**src/rtl/sac_pkg.sv**
```systemverilog
// Shared constants for the APPROXIMATION_REGISTER converter control and readout block.
// Assumes a single 50 MHz system clock; every other rate is an enable pulse.
package sac_pkg;

  // ----------------------------------------------------------------
  // Conversion geometry
  // ----------------------------------------------------------------
  localparam int         RES_BITS       = 12;
  localparam int         IDX_W          = 4;
  localparam logic [3:0] MSB_IDX        = 4'hb;     // First trial bit
  localparam logic [3:0] STOP_SHORT     = 4'h4;     // Last trial of an 8-bit run
  localparam logic [3:0] STOP_FULL      = 4'h0;     // Last trial of a 12-bit run
  localparam logic [3:0] SHORT_FILL     = 4'h8;     // Low nibble after an 8-bit run
  localparam logic [1:0] ACQ_LAST       = 2'h1;     // Two acquisition ticks: 0 and 1

  // ----------------------------------------------------------------
  // Timing
  // ----------------------------------------------------------------
  localparam int         SYS_CLK_NS     = 20;
  localparam int         CONV_CLK_NS    = 1000;     // Internal conversion clock period
  localparam int         CONV_DIV       = (CONV_CLK_NS + SYS_CLK_NS - 1) / SYS_CLK_NS;

  // ----------------------------------------------------------------
  // Output groups: bit 2 = data 11..8, bit 1 = data 7..4, bit 0 = data 3..0
  // ----------------------------------------------------------------
  localparam logic [2:0] GRP_NONE       = 3'h0;
  localparam logic [2:0] GRP_WORD       = 3'h7;
  localparam logic [2:0] GRP_MSB        = 3'h6;
  localparam logic [2:0] GRP_LSB        = 3'h3;

  // ----------------------------------------------------------------
  // Register port
  // ----------------------------------------------------------------
  localparam int         REG_AW         = 4;
  localparam int         REG_DW         = 16;
  localparam logic [3:0] REG_STATUS     = 4'h0;     // Sticky events, write one to clear
  localparam logic [3:0] REG_MASK       = 4'h4;     // Interrupt mask, same layout
  localparam logic [3:0] REG_RESULT     = 4'h8;     // Busy, length, last result
  localparam int         EV_W           = 2;
  localparam int         EV_DONE        = 0;
  localparam int         EV_RESTART     = 1;
  localparam int         RES_BUSY_BIT   = 15;
  localparam int         RES_LEN8_BIT   = 14;
  localparam logic [1:0] STATUS_RST     = 2'h0;
  localparam logic [1:0] MASK_RST       = 2'h0;

  typedef enum logic [1:0] {
    ST_IDLE,
    ST_ACQ,
    ST_TRIAL
  } sac_state_e;

endpackage

```
**src/rtl/sac_ctrl.sv**
```systemverilog
// Control and readout section of a 12-bit successive-approximation converter.
// Assumes control pins and the comparator are asynchronous to sys_clk, and
// that the pad ring forms the tri-state data bus from data_out/data_oe_n.
`timescale 1ns/10ps
module sac_ctrl #(
  parameter int CONV_DIV = sac_pkg::CONV_DIV
) (
  input  wire logic                       sys_clk,
  input  wire logic                       resetn,
  input  wire logic                       enable_in,
  input  wire logic                       select_n,
  input  wire logic                       read_convert,
  input  wire logic                       word_select,
  input  wire logic                       byte_select,
  input  wire logic                       cmp_higher,
  input  wire logic [sac_pkg::REG_AW-1:0] reg_addr,
  input  wire logic [sac_pkg::REG_DW-1:0] reg_wdata,
  input  wire logic                       reg_wr,
  input  wire logic                       reg_rd,
  output logic      [sac_pkg::REG_DW-1:0] reg_rdata,
  output logic                            busy_flag,
  output logic      [11:0]                data_out,
  output logic      [11:0]                data_oe_n,
  output logic      [11:0]                dac_code,
  output logic                            track_en,
  output logic                            irq
);

  // The comparator answer crosses a two-stage synchroniser, so a trial needs
  // at least four system clocks before its decision is taken
  if (CONV_DIV < 4) begin : g_bad_div
    $error("sac_ctrl: CONV_DIV must be at least 4");
  end

  // ----------------------------------------------------------------
  // Input synchronisation
  // ----------------------------------------------------------------
  logic [5:0] pins_s;
  logic       en_s;
  logic       sel_n_s;
  logic       rc_s;
  logic       word_s;
  logic       a0_s;
  logic       cmp_s;
  logic       conv_tick;

  sac_sync #(
    .W (6)
  ) u_sync (
    .sys_clk (sys_clk),
    .resetn  (resetn),
    .d       ({enable_in, select_n, read_convert, word_select, byte_select, cmp_higher}),
    .q       (pins_s)
  );

  assign {en_s, sel_n_s, rc_s, word_s, a0_s, cmp_s} = pins_s;

  // ----------------------------------------------------------------
  // Conversion clock
  // ----------------------------------------------------------------
  logic busy_r;

  // Clock runs only while busy, so every conversion starts on a fresh period
  sac_tick #(
    .DIV (CONV_DIV)
  ) u_tick (
    .sys_clk (sys_clk),
    .resetn  (resetn),
    .run     (busy_r),
    .tick    (conv_tick)
  );

  function automatic logic [11:0] bit_mask(input logic [3:0] idx);
    bit_mask = 12'h001 << idx;
  endfunction

  // Sets the trial bit when the comparator says the input is still higher
  function automatic logic [11:0] keep_bit(input logic [11:0] code,
                                           input logic [3:0]  idx,
                                           input logic        keep);
    keep_bit = keep ? (code | bit_mask(idx)) : code;
  endfunction

  // ----------------------------------------------------------------
  // Conversion sequencer
  // ----------------------------------------------------------------
  sac_pkg::sac_state_e state_r;
  sac_pkg::sac_state_e state_nxt;
  logic                busy_nxt;
  logic                start_cond;
  logic                start_q_r;
  logic                start_q_nxt;
  logic                start_edge;
  logic                len8_r;
  logic                len8_nxt;
  logic [1:0]          acq_r;
  logic [1:0]          acq_nxt;
  logic [3:0]          idx_r;
  logic [3:0]          idx_nxt;
  logic [3:0]          stop_idx;
  logic [11:0]         sar_r;
  logic [11:0]         sar_nxt;
  logic [11:0]         result_r;
  logic [11:0]         result_nxt;
  logic [11:0]         dac_r;
  logic [11:0]         dac_nxt;
  logic                track_r;
  logic                track_nxt;
  logic                done_ev;
  logic                restart_ev;

  // Start is the rising edge of the combined level, so whichever input
  // arrives last is the one that fires it
  assign start_cond = en_s & ~sel_n_s & ~rc_s;
  assign start_edge = start_cond & ~start_q_r;
  // Compare with <= so a late switch to eight bits still ends the run
  assign stop_idx   = len8_r ? sac_pkg::STOP_SHORT : sac_pkg::STOP_FULL;

  // Next-state logic for acquisition and bit trials
  always_comb begin
    state_nxt   = state_r;
    busy_nxt    = busy_r;
    start_q_nxt = start_cond;
    len8_nxt    = len8_r;
    acq_nxt     = acq_r;
    idx_nxt     = idx_r;
    sar_nxt     = sar_r;
    result_nxt  = result_r;
    done_ev     = 1'b0;
    restart_ev  = 1'b0;
    unique case (state_r)
      sac_pkg::ST_IDLE: begin
        if (start_edge) begin
          state_nxt = sac_pkg::ST_ACQ;
          busy_nxt  = 1'b1;
          len8_nxt  = a0_s;
          acq_nxt   = 2'h0;
          sar_nxt   = 12'h000;
        end
      end
      sac_pkg::ST_ACQ: begin
        if (conv_tick) begin
          if (acq_r == sac_pkg::ACQ_LAST) begin
            state_nxt = sac_pkg::ST_TRIAL;
            idx_nxt   = sac_pkg::MSB_IDX;
          end else begin
            acq_nxt = acq_r + 2'h1;
          end
        end
      end
      sac_pkg::ST_TRIAL: begin
        if (conv_tick) begin
          sar_nxt = keep_bit(sar_r, idx_r, cmp_s);
          if (idx_r <= stop_idx) begin
            state_nxt  = sac_pkg::ST_IDLE;
            busy_nxt   = 1'b0;
            done_ev    = 1'b1;
            result_nxt = len8_r ? {sar_nxt[11:4], sac_pkg::SHORT_FILL} : sar_nxt;
          end else begin
            idx_nxt = idx_r - 4'h1;
          end
        end
      end
      default: begin
        state_nxt = sac_pkg::ST_IDLE;
        busy_nxt  = 1'b0;
      end
    endcase
    // A start while busy recaptures the length and flags a restart event; the run carries on
    if (busy_r && start_edge) begin
      len8_nxt   = a0_s;
      restart_ev = 1'b1;
    end
  end

  // Analog-side drive: track only while acquiring, trial code while trying
  always_comb begin
    track_nxt = (state_nxt == sac_pkg::ST_ACQ);
    dac_nxt   = 12'h000;
    if (state_nxt == sac_pkg::ST_TRIAL) begin
      dac_nxt = sar_nxt | bit_mask(idx_nxt);
    end
  end

  always_ff @(posedge sys_clk) begin
    if (!resetn) begin
      state_r   <= sac_pkg::ST_IDLE;
      busy_r    <= 1'b0;
      start_q_r <= 1'b0;
      len8_r    <= 1'b0;
      acq_r     <= 2'h0;
      idx_r     <= 4'h0;
      sar_r     <= 12'h000;
      result_r  <= 12'h000;
      dac_r     <= 12'h000;
      track_r   <= 1'b0;
    end else begin
      state_r   <= state_nxt;
      busy_r    <= busy_nxt;
      start_q_r <= start_q_nxt;
      len8_r    <= len8_nxt;
      acq_r     <= acq_nxt;
      idx_r     <= idx_nxt;
      sar_r     <= sar_nxt;
      result_r  <= result_nxt;
      dac_r     <= dac_nxt;
      track_r   <= track_nxt;
    end
  end

  // ----------------------------------------------------------------
  // Data output groups
  // ----------------------------------------------------------------
  logic        read_ok;
  logic [2:0]  grp_want;
  logic [2:0]  grp_r;
  logic [2:0]  grp_nxt;
  logic [11:0] oe_n_r;
  logic [11:0] oe_n_nxt;
  logic [11:0] dout_r;
  logic [11:0] dout_nxt;

  // Uses busy_nxt so the buffers let go in the very cycle a run starts;
  // all controls, byte select included, are used live
  assign read_ok = rc_s & ~busy_nxt & en_s & ~sel_n_s;

  // Group choice with one idle cycle between two different groups
  always_comb begin
    grp_want = sac_pkg::GRP_NONE;
    if (read_ok) begin
      if (word_s) begin
        grp_want = sac_pkg::GRP_WORD;
      end else if (a0_s) begin
        grp_want = sac_pkg::GRP_LSB;
      end else begin
        grp_want = sac_pkg::GRP_MSB;
      end
    end
    grp_nxt = grp_want;
    if (grp_r != sac_pkg::GRP_NONE && grp_want != sac_pkg::GRP_NONE && grp_want != grp_r) begin
      grp_nxt = sac_pkg::GRP_NONE;
    end
    oe_n_nxt = ~{{4{grp_nxt[2]}}, {4{grp_nxt[1]}}, {4{grp_nxt[0]}}};
    dout_nxt = result_nxt & ~oe_n_nxt;
    if (grp_nxt == sac_pkg::GRP_LSB) begin
      dout_nxt[7:4] = 4'h0;
    end
  end

  always_ff @(posedge sys_clk) begin
    if (!resetn) begin
      grp_r  <= sac_pkg::GRP_NONE;
      oe_n_r <= 12'hfff;
      dout_r <= 12'h000;
    end else begin
      grp_r  <= grp_nxt;
      oe_n_r <= oe_n_nxt;
      dout_r <= dout_nxt;
    end
  end

  // ----------------------------------------------------------------
  // Register port and interrupt
  // ----------------------------------------------------------------
  logic [1:0]  status_r;
  logic [1:0]  status_nxt;
  logic [1:0]  mask_r;
  logic [1:0]  mask_nxt;
  logic        irq_r;
  logic        irq_nxt;
  logic [15:0] rdata_r;
  logic [15:0] rdata_nxt;

  // Event sets are applied after the clear, so a set wins a tie
  always_comb begin
    status_nxt = status_r;
    mask_nxt   = mask_r;
    if (reg_wr && reg_addr == sac_pkg::REG_STATUS) begin
      status_nxt = status_r & ~reg_wdata[1:0];
    end
    if (reg_wr && reg_addr == sac_pkg::REG_MASK) begin
      mask_nxt = reg_wdata[1:0];
    end
    if (done_ev) begin
      status_nxt[sac_pkg::EV_DONE] = 1'b1;
    end
    if (restart_ev) begin
      status_nxt[sac_pkg::EV_RESTART] = 1'b1;
    end
    irq_nxt   = |(status_nxt & mask_nxt);
    rdata_nxt = 16'h0000;
    if (reg_rd) begin
      case (reg_addr)
        sac_pkg::REG_STATUS: rdata_nxt = {14'h0000, status_r};
        sac_pkg::REG_MASK:   rdata_nxt = {14'h0000, mask_r};
        sac_pkg::REG_RESULT: rdata_nxt = {busy_r, len8_r, 2'h0, result_r};
        default:             rdata_nxt = 16'h0000;
      endcase
    end
  end

  always_ff @(posedge sys_clk) begin
    if (!resetn) begin
      status_r <= sac_pkg::STATUS_RST;
      mask_r   <= sac_pkg::MASK_RST;
      irq_r    <= 1'b0;
      rdata_r  <= 16'h0000;
    end else begin
      status_r <= status_nxt;
      mask_r   <= mask_nxt;
      irq_r    <= irq_nxt;
      rdata_r  <= rdata_nxt;
    end
  end

  // Every output straight from a flip-flop
  assign reg_rdata = rdata_r;
  assign busy_flag = busy_r;
  assign data_out  = dout_r;
  assign data_oe_n = oe_n_r;
  assign dac_code  = dac_r;
  assign track_en  = track_r;
  assign irq       = irq_r;
endmodule

```
**src/rtl/sac_sync.sv**
```systemverilog
// Two-stage synchroniser for a group of asynchronous levels.
// Assumes each bit is an independent level; no bus coherency is implied.
`timescale 1ns/10ps
module sac_sync #(
  parameter int W = 1
) (
  input  wire logic         sys_clk,
  input  wire logic         resetn,
  input  wire logic [W-1:0] d,
  output logic      [W-1:0] q
);

  logic [W-1:0] meta_r;
  logic [W-1:0] meta_nxt;
  logic [W-1:0] q_r;
  logic [W-1:0] q_nxt;

  // ----------------------------------------------------------------
  // Stages
  // ----------------------------------------------------------------
  // First stage feeds only the second stage
  always_comb begin
    meta_nxt = d;
    q_nxt    = meta_r;
  end

  always_ff @(posedge sys_clk) begin
    if (!resetn) begin
      meta_r <= '0;
      q_r    <= '0;
    end else begin
      meta_r <= meta_nxt;
      q_r    <= q_nxt;
    end
  end

  assign q = q_r;

endmodule

```
**src/rtl/sac_tick.sv**
```systemverilog
// Divider producing the internal conversion clock as a one-cycle enable.
// Assumes run is low between conversions so each run starts a full period.
`timescale 1ns/10ps
module sac_tick #(
  parameter int DIV = 50
) (
  input  wire logic sys_clk,
  input  wire logic resetn,
  input  wire logic run,
  output logic      tick
);

  localparam int CW = $clog2(DIV);

  logic [CW-1:0] cnt_r;
  logic [CW-1:0] cnt_nxt;
  logic          tick_r;
  logic          tick_nxt;

  if (DIV < 2) begin : g_bad_div
    $error("sac_tick: DIV must be at least 2");
  end

  // ----------------------------------------------------------------
  // Counter
  // ----------------------------------------------------------------
  // Stopped clock holds at zero, which is how the clock is gated off
  always_comb begin
    cnt_nxt  = '0;
    tick_nxt = 1'b0;
    if (run) begin
      if (cnt_r == CW'(DIV - 1)) begin
        tick_nxt = 1'b1;
      end else begin
        cnt_nxt = cnt_r + 1'b1;
      end
    end
  end

  always_ff @(posedge sys_clk) begin
    if (!resetn) begin
      cnt_r  <= '0;
      tick_r <= 1'b0;
    end else begin
      cnt_r  <= cnt_nxt;
      tick_r <= tick_nxt;
    end
  end

  assign tick = tick_r;

endmodule

```
**config.mk**
```make
export PLATFORM = sky130hd
export DESIGN_NAME = sac_ctrl
export DESIGN_NICKNAME = d
export VERILOG_FILES = /design/src/rtl/sac_pkg.sv /design/src/rtl/sac_ctrl.sv /design/src/rtl/sac_sync.sv /design/src/rtl/sac_tick.sv
export SDC_FILE = /design/constraint.sdc
export NUM_CORES = 1
export LEC_CHECK = 0
export ABC_AREA = 1
export ABC_CLOCK_PERIOD_IN_PS = 1800
export CAP_MARGIN = 10
export CORE_UTILIZATION = 33
export DETAILED_ROUTE_END_ITERATION = 16
export DONT_BUFFER_PORTS = 1
export HOLD_SLACK_MARGIN = 0.02
export PLACE_DENSITY = 0.52
export SYNTH_ARGS = -nofsm -noshare
export SYNTH_HDL_FRONTEND = slang
export SYNTH_SLANG_ARGS = --single-unit
```
**constraint.sdc**
```tcl
create_clock -name sys_clk -period 1.8 [get_ports sys_clk]
set_input_delay 0.09 -clock sys_clk [delete_from_list [all_inputs] [get_ports sys_clk]]
set_output_delay 0.09 -clock sys_clk [all_outputs]
set_load 0.005 [all_outputs]
```
==> impl_results.md <==
* Outcome: finished with violations
* Violated checks: setup timing
* Final Setup Violations at 26
* Initial core utilization at 34.3%
* WS Path Type: register to register
* RD Place Congestion at 0.813
* Final wirelength at 11.3 mm
* Max-cap violations at 0
* Per-cell routed wire length at 14.0 um
* Post-DP HPWL at 7.60 mm
* Clock sinks at 104
* Tot Pwr at 4.49 mW
* Minimum clock period at 1850 ps
* Number of remaining DRC errors at 0
* Final Cycle Share at 103%
* Die W at 117 um
* Power density cells at 778 mW/mm^2
* Reg-to-reg slack, setup at -50 ps
* Synth warn at 0
* Final setup margin at -54.8 ps
* Slew Limit Fails at 0
* CP most frequent cell: nand2_4
* Clk root buf: clkbuf_16
* Most used flip-flop cell after synthesis: dfxtp_1
* Clock latency on the worst-skew pair at 350 ps
* H-tree levels at 3
* Crit path largest cell delay at 340 ps
* Pin count of the biggest net entering global routing at 33
* GRT Residual Overflow at 0
* Mapped Cells at 555
* Final hold violations at 0
* Crit Path Max Fanout at 6
* Reg clk slew, reported paths at 70 ps
* Initial antenna violation count at 0
* Final #Nets at 669
* Largest cells by area after synthesis: dfxtp_1 (48%), inv_1 (8.6%), nand2_1 (6.8%), nor2_1 (4.7%), a21oi_1 (3.8%)
* First-pass GRT wire length at 17.2 mm
* Number of global-route vias before repair at 3547
* Util after Layout at 45.2%
* Die Ht at 117 um
* Worst setup SP type: register
* #FFs+latches synth at 104
* HP Class: primary input to register
* Non-filler cells, final at 803
* Layout cells sized above 1 at 30.9%
* Worst path cell trace: inv_2 > ha_4 > nand2_4 > nand2_4 > nand3_4 > nand2_4 > nand3_4 > nand2_4 > nand4_1 > nand2_1 > nand3_2 > nand2_4 > buf_6 > nand3_1
* EDFF count, synth at 0
* Yosys top cell area share at 47.5%
* DIE AREA at 0.0137 sq mm
* Sequential area share after synthesis at 47.5%
* CP Capture Type: register
* Max Freq at 539 MHz
* # placed instances at 753
* Fraction of registers with async set/reset at 0%
* Vias post-DR at 3659
* First-pass DRT Iterations at 4
* ANT cells at 0
* GRT Util Overall at 16.8%
* Port bufs at 0
* Vias per cell at 4.56
* Final Skew at 7.92 ps
* Leading area contributor after synthesis: dfxtp_1
* Peak supply drop at 0.398 mV
* CTS Buffer Depth at 2
* CTS tree: yes
* Synthesized cell area at 0.00438 sq mm
* RSZ-0062 raised after global routing: true
* Row count at 41
* Crit path DAT at 2090 ps
* Boundary pin count at 85
* Most frequent cell after synthesis: dfxtp_1
* CTS buffer count at 9
* Unique cell type count in the Yosys netlist at 42
* Slowest CP cell: dfxtp_2
* Syn Area/Cell at 7.89 sq um
* DRT antenna net count at 0
* List of most frequent post-synthesis cells: dfxtp_1 (104), inv_1 (100), nand2_1 (79)
* Area grow syn2layout at 31.9%
* Leakage at 2.39 nW
* Initial DRC Count at 177
* Core outline area at 0.0128 sq mm
* Data required time of the worst path at 2030 ps
-- routing by layer --
| layer | track usage [%] | part of all wire [%] |
|---|---|---|
| met4 | 5.74 | 1.6 |
| met5 | 0 | 0 |
| met3 | 4.12 | 4.2 |
| met1 | 22.1 | 49 |
| met2 | 26.8 | 45 |
-- cell usage in the layout, fill, tap and decap left out, types with 6 or more instances in the layout --
master and instances:
a21oi_1 21, a21oi_2 20, buf_4 56, buf_6 8, clkbuf_16 10, dfxtp_1 98, dlygate4sd3_1 13, ha_1 8
inv_1 91, inv_2 16, nand2_1 74, nand2_4 10, nand3_1 11, nand3_2 7, nand4_1 6, nor2_1 50
nor2_2 17, nor3_1 17, o211ai_1 6, o21ai_0 11, o21ai_1 6
-- worst max-delay path, delay by kind of cell (launching register included) --
family	cells	cell delay, ps
flip-flops	1	340
AND/OR/NAND/NOR	11	940
buffers and inverters	2	170
adder cells (fa/ha/maj)	1	260
-- worst paths after layout --
path,depth (start not counted),to,startpoint
max reg2reg,14,data_oe_n[7],idx_r[2]
min,3,sar_r[8],resetn
max,14,data_oe_n[7],idx_r[2]
min reg2reg,2,u_sync.q[1],u_sync.meta_r[1]
-- power breakdown --
part	switching (mW)	internal, mW
sequential	0.0131	2.32
combinational	0.160	0.115
clock	0.920	0.965
total	1.09	3.40
-- sequential cells by signal, summed over array words and instances, names as in the netlist --
signal         cells
reg_rdata         14
dac_code          12
data_out          12
result_r          12
sar_r             12
u_sync.meta_r      6
u_sync.q           6
u_tick.cnt_r       6
idx_r              4
data_oe_n          3
grp_r              3
acq_r              2
mask_r             2
state_r            2
status_r           2
busy_flag          1
irq                1
len8_r             1
start_q_r          1
track_en           1
u_tick.tick        1
-- area by class of cell --
type | count | area [sq um]
Clock inverter | 7 | 62.6
Multi-Input combinational cell | 321 | 2060
Timing Repair Buffer | 80 | 706
Fill cell | 1261 | 6990
Clock buffer | 9 | 225
Sequential cell | 104 | 2090
Tap cell | 172 | 215
Inverter | 110 | 419
-- through the flow --
stage	setup slack [ps]	cell area, sq um	setup TNS, ps	hold WS, ps
final	-54.8	5780	-651	52.6
after global routing	-160	5780	-3910	59.8
after CTS	-65.8	5400	-506	32.7
after detailed placement	-137	4830	-1950	191
after global placement	-158	4830	-1320	193
after floorplan	0.959	4390	0	188
-- kinds of logic (layout without fill, tap and decap cells) --
group,Yosys count,after routing,synth area share (%)
AO/OA/AOI/OAI,82,83,11.4
AND/OR/NAND/NOR,219,220,23.9
flip-flops,104,104,47.5
other,1,2,0.0856
XOR/XNOR,3,3,0.600
adder cells (fa/ha/maj),13,13,3.71
buffers and inverters,133,206,12.8
-- what timing repair did --
| action | in CTS | in global routing |
|---|---|---|
| gates resized for setup | 29 | 59 |
| setup endpoints to repair | 36 | 52 |
| endpoints found under the hold margin | 50 | 0 |
| pin swaps | 17 | 30 |
| cloned | 1 | 3 |
| setup buffers | 5 | 12 |
| hold buffers | 14 | 0 |
Note: power is estimated with default switching activity, not from simulation.
